$ cat src/sgf_pkg.sv
// Constants and types for the status greater-flag logic
//////////////////////////////////////////////////////////////////////
package sgf_pkg;

    localparam int DATA_W = 16;
    localparam int ADDR_W = 4;
    localparam int BUS_W  = 32;

    localparam logic [3:0]  CTRL_OFS    = 4'h0;
    localparam logic [3:0]  STATUS_OFS  = 4'h4;
    localparam logic [3:0]  COUNT_OFS   = 4'h8;
    localparam int          CTRL_OVF_CLR_BIT = 0;
    localparam int          STAT_LGT_BIT     = 0;
    localparam int          STAT_AGT_BIT     = 1;
    localparam int          STAT_OVF_BIT     = 2;
    localparam logic        CTRL_RESET  = 1'h0;
    localparam logic [15:0] COUNT_RESET = 16'h0000;
    localparam logic [15:0] COUNT_ONE   = 16'h0001;

    // Bit numbering of the status word counts from the msb
    localparam int WORD_MSB      = 15;
    localparam int BYTE_MSB      = 7;
    localparam int SAVED_LGT_BIT = WORD_MSB - 0;
    localparam int SAVED_AGT_BIT = WORD_MSB - 1;

    typedef enum logic [2:0] {
        SGF_CLS_NONE   = 3'h0,
        SGF_CLS_CMP    = 3'h1,
        SGF_CLS_CMPI   = 3'h2,
        SGF_CLS_ABSLD  = 3'h3,
        SGF_CLS_RETURN = 3'h4,
        SGF_CLS_LOADST = 3'h5,
        SGF_CLS_RESULT = 3'h6
    } sgf_class_t;

    typedef struct packed {
        sgf_class_t        cls;
        logic              byte_mode;
        logic              exec_indirect;
        logic              div_ovf;
        logic [DATA_W-1:0] source_operand;
        logic [DATA_W-1:0] dest_operand;
        logic [DATA_W-1:0] immediate_operand;
        logic [DATA_W-1:0] saved_status_word_reg;
        logic [DATA_W-1:0] result;
    } sgf_req_t;

    typedef struct packed {
        logic lgt;
        logic agt;
    } sgf_flags_t;

    typedef enum logic [1:0] {
        SGF_BUS_IDLE = 2'b01,
        SGF_BUS_ACK  = 2'b10
    } sgf_bus_state_t;

endpackage

$ cat src/sgf_flags.sv
// Greater-flag update logic with an Avalon-MM register slave
`timescale 1ns/1ps
`default_nettype none
module sgf_flags (
    input  wire logic                      CLK,            // 25 MHz clock
    input  wire logic                      RST,            // Async reset, high
    input  wire logic                      OP_VALID,       // Instruction retires now
    input  wire sgf_pkg::sgf_req_t         OP_REQ,         // Class, operands, result
    output var  logic                      LGT_FLAG,       // Logically greater
    output var  logic                      AGT_FLAG,       // Arithmetically greater
    output var  logic                      OVF_SET,        // Overflow set pulse
    output var  logic                      FLAGS_UPDATED,  // Update pulse
    input  wire logic [sgf_pkg::ADDR_W-1:0] AVS_ADDRESS,   // Byte address
    input  wire logic                      AVS_READ,       // Read request
    input  wire logic                      AVS_WRITE,      // Write request
    input  wire logic [sgf_pkg::BUS_W-1:0] AVS_WRITEDATA,  // Write data
    output var  logic [sgf_pkg::BUS_W-1:0] AVS_READDATA,   // Read data
    output var  logic                      AVS_WAITREQUEST // Stall
);

    //////////////////////////////////////////////////////////////////
    // Operand helpers

    function automatic logic msb_of(
        input logic [sgf_pkg::DATA_W-1:0] v,
        input logic                       bm
    );
        return bm ? v[sgf_pkg::BYTE_MSB] : v[sgf_pkg::WORD_MSB];
    endfunction

    function automatic logic nonzero(
        input logic [sgf_pkg::DATA_W-1:0] v,
        input logic                       bm
    );
        return bm ? (|v[sgf_pkg::BYTE_MSB:0]) : (|v);
    endfunction

    // Msb of the difference alone settles the equal-msb case
    function automatic sgf_pkg::sgf_flags_t cmp_flags(
        input logic [sgf_pkg::DATA_W-1:0] sa,
        input logic [sgf_pkg::DATA_W-1:0] da,
        input logic                       bm
    );
        logic [sgf_pkg::DATA_W-1:0] diff;
        logic                       ms;
        logic                       md;
        logic                       mx;
        sgf_pkg::sgf_flags_t        f;
        diff  = da - sa;
        ms    = msb_of(sa, bm);
        md    = msb_of(da, bm);
        mx    = msb_of(diff, bm);
        f.lgt = (ms & ~md) | ((ms == md) & mx);
        f.agt = (~ms & md) | ((ms == md) & mx);
        return f;
    endfunction

    function automatic sgf_pkg::sgf_flags_t value_flags(
        input logic [sgf_pkg::DATA_W-1:0] v,
        input logic                       bm
    );
        sgf_pkg::sgf_flags_t f;
        f.lgt = nonzero(v, bm);
        f.agt = ~msb_of(v, bm) & nonzero(v, bm);
        return f;
    endfunction

    //////////////////////////////////////////////////////////////////
    // Flag evaluation

    logic                ovf_clr_r;
    sgf_pkg::sgf_flags_t flags_nxt;
    logic                upd_nxt;
    logic                ovf_nxt;

    always_comb begin
        flags_nxt.lgt = LGT_FLAG;
        flags_nxt.agt = AGT_FLAG;
        upd_nxt       = 1'b0;
        ovf_nxt       = 1'b0;
        // Execute-indirect itself is held; its target arrives as its own op
        if (OP_VALID && !OP_REQ.exec_indirect) begin
            unique case (OP_REQ.cls)
                sgf_pkg::SGF_CLS_NONE: begin
                    upd_nxt = 1'b0;
                end
                sgf_pkg::SGF_CLS_CMP: begin
                    upd_nxt   = 1'b1;
                    flags_nxt = cmp_flags(OP_REQ.source_operand,
                                          OP_REQ.dest_operand,
                                          OP_REQ.byte_mode);
                end
                sgf_pkg::SGF_CLS_CMPI: begin
                    upd_nxt   = 1'b1;
                    flags_nxt = cmp_flags(OP_REQ.source_operand,
                                          OP_REQ.immediate_operand,
                                          1'b0);
                end
                sgf_pkg::SGF_CLS_ABSLD: begin
                    upd_nxt   = 1'b1;
                    flags_nxt = value_flags(OP_REQ.source_operand,
                                            OP_REQ.byte_mode);
                end
                sgf_pkg::SGF_CLS_RETURN,
                sgf_pkg::SGF_CLS_LOADST: begin
                    upd_nxt = 1'b1;
                    flags_nxt.lgt =
                        OP_REQ.saved_status_word_reg[sgf_pkg::SAVED_LGT_BIT];
                    flags_nxt.agt =
                        OP_REQ.saved_status_word_reg[sgf_pkg::SAVED_AGT_BIT];
                end
                sgf_pkg::SGF_CLS_RESULT: begin
                    upd_nxt = 1'b1;
                    if (OP_REQ.div_ovf) begin
                        // Flags are undefined here; policy bit picks hold or clear
                        ovf_nxt = 1'b1;
                        if (ovf_clr_r) begin
                            flags_nxt.lgt = 1'b0;
                            flags_nxt.agt = 1'b0;
                        end
                    end else begin
                        flags_nxt = value_flags(OP_REQ.result,
                                                OP_REQ.byte_mode);
                    end
                end
                default: begin
                    upd_nxt = 1'b0;
                end
            endcase
        end
    end

    // Same edge as the result write, so the next op sees new flags
    always_ff @(posedge CLK or posedge RST) begin
        if (RST) begin
            LGT_FLAG <= 1'b0;
            AGT_FLAG <= 1'b0;
        end else begin
            LGT_FLAG <= flags_nxt.lgt;
            AGT_FLAG <= flags_nxt.agt;
        end
    end

    always_ff @(posedge CLK or posedge RST) begin
        if (RST) begin
            OVF_SET       <= 1'b0;
            FLAGS_UPDATED <= 1'b0;
        end else begin
            OVF_SET       <= ovf_nxt;
            FLAGS_UPDATED <= upd_nxt;
        end
    end

    //////////////////////////////////////////////////////////////////
    // Avalon-MM slave: one wait cycle, then a one-cycle answer

    sgf_pkg::sgf_bus_state_t bus_r;
    logic                    ovf_seen_r;
    logic [15:0]             count_r;
    logic                    req;
    logic                    wr_take;
    logic                    hit_ctrl;
    logic                    hit_stat;
    logic                    hit_count;

    assign req       = AVS_READ | AVS_WRITE;
    assign wr_take   = AVS_WRITE & (bus_r == sgf_pkg::SGF_BUS_ACK);
    assign hit_ctrl  = (AVS_ADDRESS == sgf_pkg::CTRL_OFS);
    assign hit_stat  = (AVS_ADDRESS == sgf_pkg::STATUS_OFS);
    assign hit_count = (AVS_ADDRESS == sgf_pkg::COUNT_OFS);

    always_ff @(posedge CLK or posedge RST) begin
        if (RST) begin
            bus_r           <= sgf_pkg::SGF_BUS_IDLE;
            AVS_WAITREQUEST <= 1'b1;
        end else begin
            unique case (bus_r)
                sgf_pkg::SGF_BUS_IDLE: begin
                    if (req) begin
                        bus_r           <= sgf_pkg::SGF_BUS_ACK;
                        AVS_WAITREQUEST <= 1'b0;
                    end
                end
                sgf_pkg::SGF_BUS_ACK: begin
                    bus_r           <= sgf_pkg::SGF_BUS_IDLE;
                    AVS_WAITREQUEST <= 1'b1;
                end
                default: begin
                    bus_r           <= sgf_pkg::SGF_BUS_IDLE;
                    AVS_WAITREQUEST <= 1'b1;
                end
            endcase
        end
    end

    // Read data is latched as waitrequest falls and stands through the take
    always_ff @(posedge CLK or posedge RST) begin
        if (RST) begin
            AVS_READDATA <= '0;
        end else if (AVS_READ && bus_r == sgf_pkg::SGF_BUS_IDLE) begin
            AVS_READDATA <= '0;
            if (hit_ctrl) begin
                AVS_READDATA[sgf_pkg::CTRL_OVF_CLR_BIT] <= ovf_clr_r;
            end
            if (hit_stat) begin
                AVS_READDATA[sgf_pkg::STAT_LGT_BIT] <= LGT_FLAG;
                AVS_READDATA[sgf_pkg::STAT_AGT_BIT] <= AGT_FLAG;
                AVS_READDATA[sgf_pkg::STAT_OVF_BIT] <= ovf_seen_r;
            end
            if (hit_count) begin
                AVS_READDATA[15:0] <= count_r;
            end
        end
    end

    always_ff @(posedge CLK or posedge RST) begin
        if (RST) begin
            ovf_clr_r <= sgf_pkg::CTRL_RESET;
        end else if (wr_take && hit_ctrl) begin
            ovf_clr_r <= AVS_WRITEDATA[sgf_pkg::CTRL_OVF_CLR_BIT];
        end
    end

    // Sticky overflow seen: write one to clear, a new overflow wins
    always_ff @(posedge CLK or posedge RST) begin
        if (RST) begin
            ovf_seen_r <= 1'b0;
        end else if (ovf_nxt) begin
            ovf_seen_r <= 1'b1;
        end else if (wr_take && hit_stat && AVS_WRITEDATA[sgf_pkg::STAT_OVF_BIT]) begin
            ovf_seen_r <= 1'b0;
        end
    end

    // Update counter wraps; a clear in an update cycle leaves one
    always_ff @(posedge CLK or posedge RST) begin
        if (RST) begin
            count_r <= sgf_pkg::COUNT_RESET;
        end else if (wr_take && hit_count) begin
            count_r <= upd_nxt ? sgf_pkg::COUNT_ONE : sgf_pkg::COUNT_RESET;
        end else if (upd_nxt) begin
            count_r <= count_r + sgf_pkg::COUNT_ONE;
        end
    end

    logic       go;
    logic [7:0] s8;
    logic [7:0] d8;
    logic [7:0] i8;
    assign go = OP_VALID && !OP_REQ.exec_indirect;
    assign s8 = OP_REQ.source_operand[7:0];
    assign d8 = OP_REQ.dest_operand[7:0];
    assign i8 = OP_REQ.immediate_operand[7:0];

    // Byte operands sit right-justified; only bits 7:0 take part
    logic [7:0] r8;
    assign r8 = OP_REQ.result[7:0];
endmodule
`default_nettype wire

$ cat config.mk
export PLATFORM = sky130hd
export DESIGN_NAME = sgf_flags
export DESIGN_NICKNAME = d
export VERILOG_FILES = /design/src/sgf_pkg.sv /design/src/sgf_flags.sv
export SDC_FILE = /design/constraint.sdc
export NUM_CORES = 1
export LEC_CHECK = 0
export ABC_AREA = 0
export BUFFER_PORTS_ARGS = -buffer_cell sky130_fd_sc_hd__buf_2
export CORE_ASPECT_RATIO = 0.5
export CORE_UTILIZATION = 40
export CTS_CLUSTER_SIZE = 28
export DETAILED_ROUTE_END_ITERATION = 6
export PLACE_DENSITY = 0.76
export SLEW_MARGIN = 40
export SYNTH_ARGS = -nofsm -noshare
export SYNTH_HDL_FRONTEND = slang
export SYNTH_SLANG_ARGS = --single-unit
$ cat constraint.sdc
create_clock -name CLK -period 1.44 [get_ports CLK]
set_input_delay 0.216 -clock CLK [delete_from_list [all_inputs] [get_ports CLK]]
set_output_delay 0.216 -clock CLK [all_outputs]
set_load 0.03 [all_outputs]
Word level (Yosys, flattened, before mapping)
Cells that the tools add are included.
{"block": "totals", "elab_cells": 90, "reg_bits": 41, "input_bits": 127}
{"block": "classes", "n_mux": 26, "bitwise": 19, "n_addsub": 3, "n_eq_ne": 14, "n_reduce_logical": 18}
{"cell": "2-to-1 mux 16 bit", "count": 3}
{"cell": "OR reduction 16 bit", "count": 2}
{"cell": "subtractor 16 bit", "count": 2}
{"cell": "2-to-1 mux 1 bit", "count": 17}
{"cell": "adder 16 x 1 -> 16 bit (second input constant)", "count": 1}
{"cell": "OR reduction 8 bit", "count": 2}
{"cell": "case mux 2 bit (5 select lines)", "count": 1}
{"cell": "bitwise AND 1 bit", "count": 9}
{"cell": "== test 3 bit (second input constant)", "count": 3}
{"cell": "2-to-1 mux 2 bit", "count": 4}
{"cell": "== test 3 x 2 -> 1 bit (second input constant)", "count": 2}
{"cell": "logical AND 1 bit", "count": 6}
{"cell": "OR reduction 6 bit", "count": 1}
{"cell": "NOT 1 bit", "count": 5}
{"cell": "bitwise OR 1 bit", "count": 5}
{"cell": "nonzero test 5 bit", "count": 1}
{"cell": "== test 4 x 3 -> 1 bit (second input constant)", "count": 1}
{"cell": "== test 4 bit (second input constant)", "count": 1}
{"cell": "logical NOT 4 bit", "count": 1}
{"cell": "nonzero test 2 bit", "count": 2}
{"cell": "== test 3 x 1 -> 1 bit (second input constant)", "count": 1}
{"cell": "2-to-1 mux 3 bit", "count": 1}
{"cell": "inequality test 3 bit (second input constant)", "count": 1}
{"cell": "AND reduction 3 bit", "count": 1}
{"cell": "other kinds (6)", "count": 7}

Depth between registers and ports, before layout
{"block": "logic_depth", "ltp_word": 6, "depth_mapped": 14, "depth_no_buf": 14}

Worst setup path after synthesis
Ideal clock, no wire load.
{"block": "synth_timing", "path_kind": "input to register", "startpoint": "input port OP_REQ[72] (netlist name)", "endpoint": "register LGT_FLAG", "slack_ns": -1.002, "t_required_ns": 1.363, "arrival_ns": 2.365, "setup_ns": 0.077, "stages": 14, "path_cell_list": "inv_1 > ha_1 > a21o_1 > a21o_1 > a21oi_1 > o211ai_1 > nor2_1 > fa_1 > or3b_2 > a21oi_1 > nor3_1 > a31oi_1 > o31ai_1 > a21oi_1"}
{"block": "synth_between", "elab_chain_cells": 5, "elab_cells_between_ends": 10}
{"item": "start, declared", "line": "sgf_flags.sv:8", "source": "input wire sgf_pkg::sgf_req_t OP_REQ,"}
{"item": "subtractor 16 bit", "line": "sgf_flags.sv:49", "source": "diff = da - sa;"}
{"item": "2-to-1 mux 1 bit", "line": "sgf_flags.sv:28", "source": "return bm ? v[sgf_pkg::BYTE_MSB] : v[sgf_pkg::WORD_MSB];"}
{"item": "bitwise AND 1 bit", "line": "sgf_flags.sv:53", "source": "f.lgt = (ms & ~md) | ((ms == md) & mx);"}
{"item": "bitwise OR 1 bit", "line": "sgf_flags.sv:53"}
{"item": "case mux 2 bit (5 select lines) *", "line": "sgf_flags.sv:83", "source": "unique case (OP_REQ.cls)"}
{"item": "end signal, assigned", "line": "sgf_flags.sv:139", "source": "LGT_FLAG <= flags_nxt.lgt;"}
{"item": "end, declared", "line": "sgf_flags.sv:9", "source": "output var logic LGT_FLAG,"}
Mark *: on every way between the ends. The rest lies on a longest branch, timed or not.
A chain may end at the register's enable or synchronous reset.

Worst setup path after layout
Ends and elaborated chain as after synthesis.

==> results.py <==
metrics = {
    "run_status": {
        "status": "complete, but fails checks",
        "violations": "negative setup slack",
    },
    "min_path": {
        "holdCritStartpoint": "AVS_WRITEDATA[0]",
        "hold_depth": 2,
        "hold_path_end": "ovf_clr_r$_DFFE_PP0P_",
        "min_path_type": "in -> reg",
    },
    "sta": {
        "hold_violations": 0,
        "skew_ns": 0.00307,
        "rsz0062_at_grt": "yes",
        "period_share_pct": 157,
        "setup_ws_ns": -0.825,
        "min_period_ns": 2.26,
        "max_freq_ghz": 0.442,
        "finalMaxSlewViolations": 0,
        "finalSetupViolCount": 2,
    },
    "synth": {
        "synthFlopType": "dfrtp_1",
        "syn_inst": 309,
        "ys_ff_latch": 40,
        "yosysWarnings": 0,
        "ys_seq_area_share_pct": 34.8,
        "yosys-top-cells-area": "dfrtp_1 (34%), ha_1 (13%), buf_4 (4.2%)",
        "synth.distinct_cells": 48,
        "async_flop_share_pct": 100,
        "netlist_area_sq_um": 2880,
        "synth.largest_area_cell": "dfrtp_1",
        "synth_edf_count": 0,
        "yosys.area.top_type_share_pct": 33.9,
        "avgSynthCellArea_sq_um": 9.33,
    },
    "layout": {
        "postLayoutCoreUtil_pct": 65.8,
        "instances_no_fill": 572,
        "drive_gt1_share_pct": 47.1,
        "finish.net_count": 639,
        "syn_to_final_growth_pct": 56.0,
        "antennaDiodeCount": 0,
    },
    "die": {
        "coreArea_sq_um": 6830,
        "boundaryPins": 164,
        "placementRows": 21,
        "die_h_um": 62.0,
        "die_w_um": 122,
        "initial_core_util_pct": 42.2,
        "dieArea_sq_um": 7570,
    },
    "grt": {
        "grt.overflow.total": 0,
        "antenna_found_initial": 0,
        "grtUsageTotal_pct": 20.8,
        "grt_pass1_vias": 2741,
        "grt_pass1_wl_um": 12200,
        "grt_max_degree": 21,
    },
    "placement": {
        "dp_cells": 556,
        "gp_congestion": 0.785,
        "dpl.hpwl_um": 5760,
        "pre_cts_slack_ns": -1.18,
        "io_buffer_count": 103,
    },
    "worst_setup_path": {
        "crit_type": "in -> reg",
        "reg2reg_depth": 7,
        "r2r-end": "AGT_FLAG$_DFFE_PP0P_",
        "reg2reg_from": "ovf_clr_r$_DFFE_PP0P_",
        "crit_fanout": 2,
        "setup.worst_path.start_class": "primary input",
        "cp.required_ns": 1.65,
        "cp.arrival_ns": 2.47,
        "end_kind": "flip-flop",
        "r2r_setup_slack_ns": 0.03,
    },
    "detailed_routing": {
        "first_pass_iters": 4,
        "viasPerCell": 5.07,
        "drc": 0,
        "ant_nets": 0,
        "drt_iter0_drc": 113,
        "drt-wirelength-per-cell_um": 14.2,
        "vias": 2901,
        "routed_wirelength_um": 8120,
    },
    "clock_tree": {
        "clk_pin_slew_ns": 0.06,
        "cts_tree": "yes",
        "cts_buffers": 5,
        "cts.sinks": 40,
        "root_buffer": "clkbuf_16",
        "cts_buffer_depth": 2,
        "clk_latency_ns": 0.28,
        "htreeDepth": 2,
    },
    "power": {
        "p_seq_share_pct": 35.2,
        "p_switching_w": 0.00136,
        "ir_drop_mv": 0.448,
        "combPwrFrac_pct": 33.9,
        "leakagePower_nw": 2.26,
        "pwr-share-clk_pct": 31.0,
        "p_per_area_nw_per_um2": 934,
        "p_sw_share_pct": 32.5,
        "p_int_w": 0.00284,
    },
    "flow_run": {
        "maxCapViolations": 0,
    },
}
==> worst max path at each step <==
stage / slack, ns / end / startpoint
floorplan: -0.82 / LGT_FLAG$_DFFE_PP0P_ / OP_REQ[72]
global route: -0.94 / LGT_FLAG$_DFFE_PP0P_ / OP_REQ[72]
global placement: -1.14 / LGT_FLAG$_DFFE_PP0P_ / OP_REQ[72]
detailed placement: -1.18 / LGT_FLAG$_DFFE_PP0P_ / OP_REQ[72]
finish: -0.82 / LGT_FLAG$_DFFE_PP0P_ / OP_REQ[72]
CTS: -0.79 / LGT_FLAG$_DFFE_PP0P_ / OP_REQ[72]
==> stage by stage <==
stage	TNS, ns	cell area, sq um	hold slack, ns	power [W]
after global routing	-1.69	4500	0.167	0.00446
after floorplan	-1.51	3030	0.300	0.00220
final	-1.36	4500	0.171	0.00420
after CTS	-1.35	4250	0.172	0.00404
after global placement	-2.90	3970	0.271	0.00266
after detailed placement	-3.52	3970	0.279	0.00270
==> critical path, stage by stage <==
cell	delay [ns]
buf_12	0.11
inv_12	0.04
ha_4	0.19
a21o_1	0.18
a21o_1	0.17
a21oi_2	0.15
o211ai_1	0.11
nor2_2	0.15
fa_2	0.22
or3b_4	0.38
a21oi_4	0.13
nor3_2	0.06
a31oi_1	0.15
o31ai_1	0.09
a21oi_1	0.12
==> synth_stat cells (2+ instances only) <==
| library cell | count |
|---|---|
| xor2_1 | 7 |
| or3_1 | 3 |
| ha_1 | 31 |
| buf_4 | 16 |
| nand3_1 | 6 |
| o31ai_1 | 2 |
| nand4_2 | 2 |
| nand2b_1 | 4 |
| a22o_1 | 13 |
| a22oi_1 | 2 |
| and2_1 | 2 |
| o211ai_1 | 6 |
| nor2b_1 | 5 |
| fa_1 | 2 |
| buf_2 | 2 |
| dfrtp_1 | 39 |
| o21a_1 | 2 |
| nand4_1 | 6 |
| nor4_1 | 11 |
| xnor2_1 | 7 |
| mux2i_1 | 4 |
| nor2_1 | 20 |
| a21o_1 | 6 |
| nor3_1 | 10 |
| a211oi_1 | 4 |
| inv_1 | 25 |
| o21ai_0 | 11 |
| nand2_1 | 16 |
| nor4b_1 | 3 |
| clkbuf_1 | 3 |
| a31oi_1 | 2 |
| a21oi_1 | 21 |
==> cell type report <==
| class | count | area [sq um] |
|---|---|---|
| inverter | 25 | 116 |
| clock buffer | 6 | 139 |
| tap | 92 | 115 |
| sequential | 40 | 1000 |
| clock inverter | 2 | 38.8 |
| multi-input combinational | 237 | 1930 |
| fill | 534 | 2330 |
| timing repair buffer | 170 | 1150 |
==> repair_timing <==
action,CTS,global route
pin swaps,15,20
endpoints found under the hold margin,39,0
endpoints found under the setup margin,5,11
hold buffers,1,0
resized for setup,16,43
setup buffers,1,7
==> registers in the layout (all words and copies together), names as in the netlist <==
name,cells
LGT_FLAG,1
ovf_clr_r,1
OVF_SET,1
bus_r,2
FLAGS_UPDATED,1
AVS_READDATA,16
ovf_seen_r,1
AGT_FLAG,1
count_r,16
==> power groups by stage <==
| stage | sequential [W] | clock, W | combinational [W] |
|---|---|---|---|
| CTS | 0.00145 | 0.00132 | 0.00127 |
| detailed placement | 0.00147 | 0 | 0.00123 |
| finish | 0.00148 | 0.00130 | 0.00142 |
| global route | 0.00150 | 0.00139 | 0.00157 |
| global placement | 0.00146 | 0 | 0.00120 |
| floorplan | 0.00156 | 0 | 0.000645 |
==> layer usage <==
layer	up-vias	track usage (%)	wire [um]
met3	11	4.65	428
met2	74	39.6	4260
met1	1384	24.7	3310
li1	1432	-	-
met5	-	0	0
met4	0	5.23	120
==> cell families after synthesis <==
| kind of cell | count (synthesis) | synth area share (%) |
|---|---|---|
| compound gates | 71 | 16.3 |
| simple gates | 98 | 19.4 |
| xor+xnor | 14 | 4.25 |
| flops | 40 | 34.8 |
| fa+ha+maj | 33 | 14.8 |
| buf+inv | 47 | 8.55 |
| mux | 5 | 1.78 |
| other cells | 1 | 0.130 |
==> layout by cell type, fill, tap and decap left out, types with 4 or more instances in the layout <==
| master | instances |
|---|---|
| buf_2 | 91 |
| buf_4 | 62 |
| dfrtp_1 | 37 |
| ha_1 | 22 |
| nor2_1 | 17 |
| a21oi_1 | 17 |
| inv_1 | 17 |
| conb_1 | 16 |
| nand2_1 | 14 |
| a22o_1 | 13 |
| nor4_1 | 11 |
| buf_6 | 10 |
| o21ai_0 | 9 |
| ha_4 | 9 |
| xor2_1 | 7 |
| xnor2_1 | 7 |
| nand4_1 | 6 |
| nand3_1 | 6 |
| a21o_1 | 6 |
| o211ai_1 | 6 |
| nor3_1 | 5 |
| clkbuf_16 | 5 |
| nor3_2 | 4 |
| mux2i_1 | 4 |
| inv_4 | 4 |
| nor2b_1 | 4 |
| a211oi_1 | 4 |
Note: power is estimated with default switching activity, not from simulation.
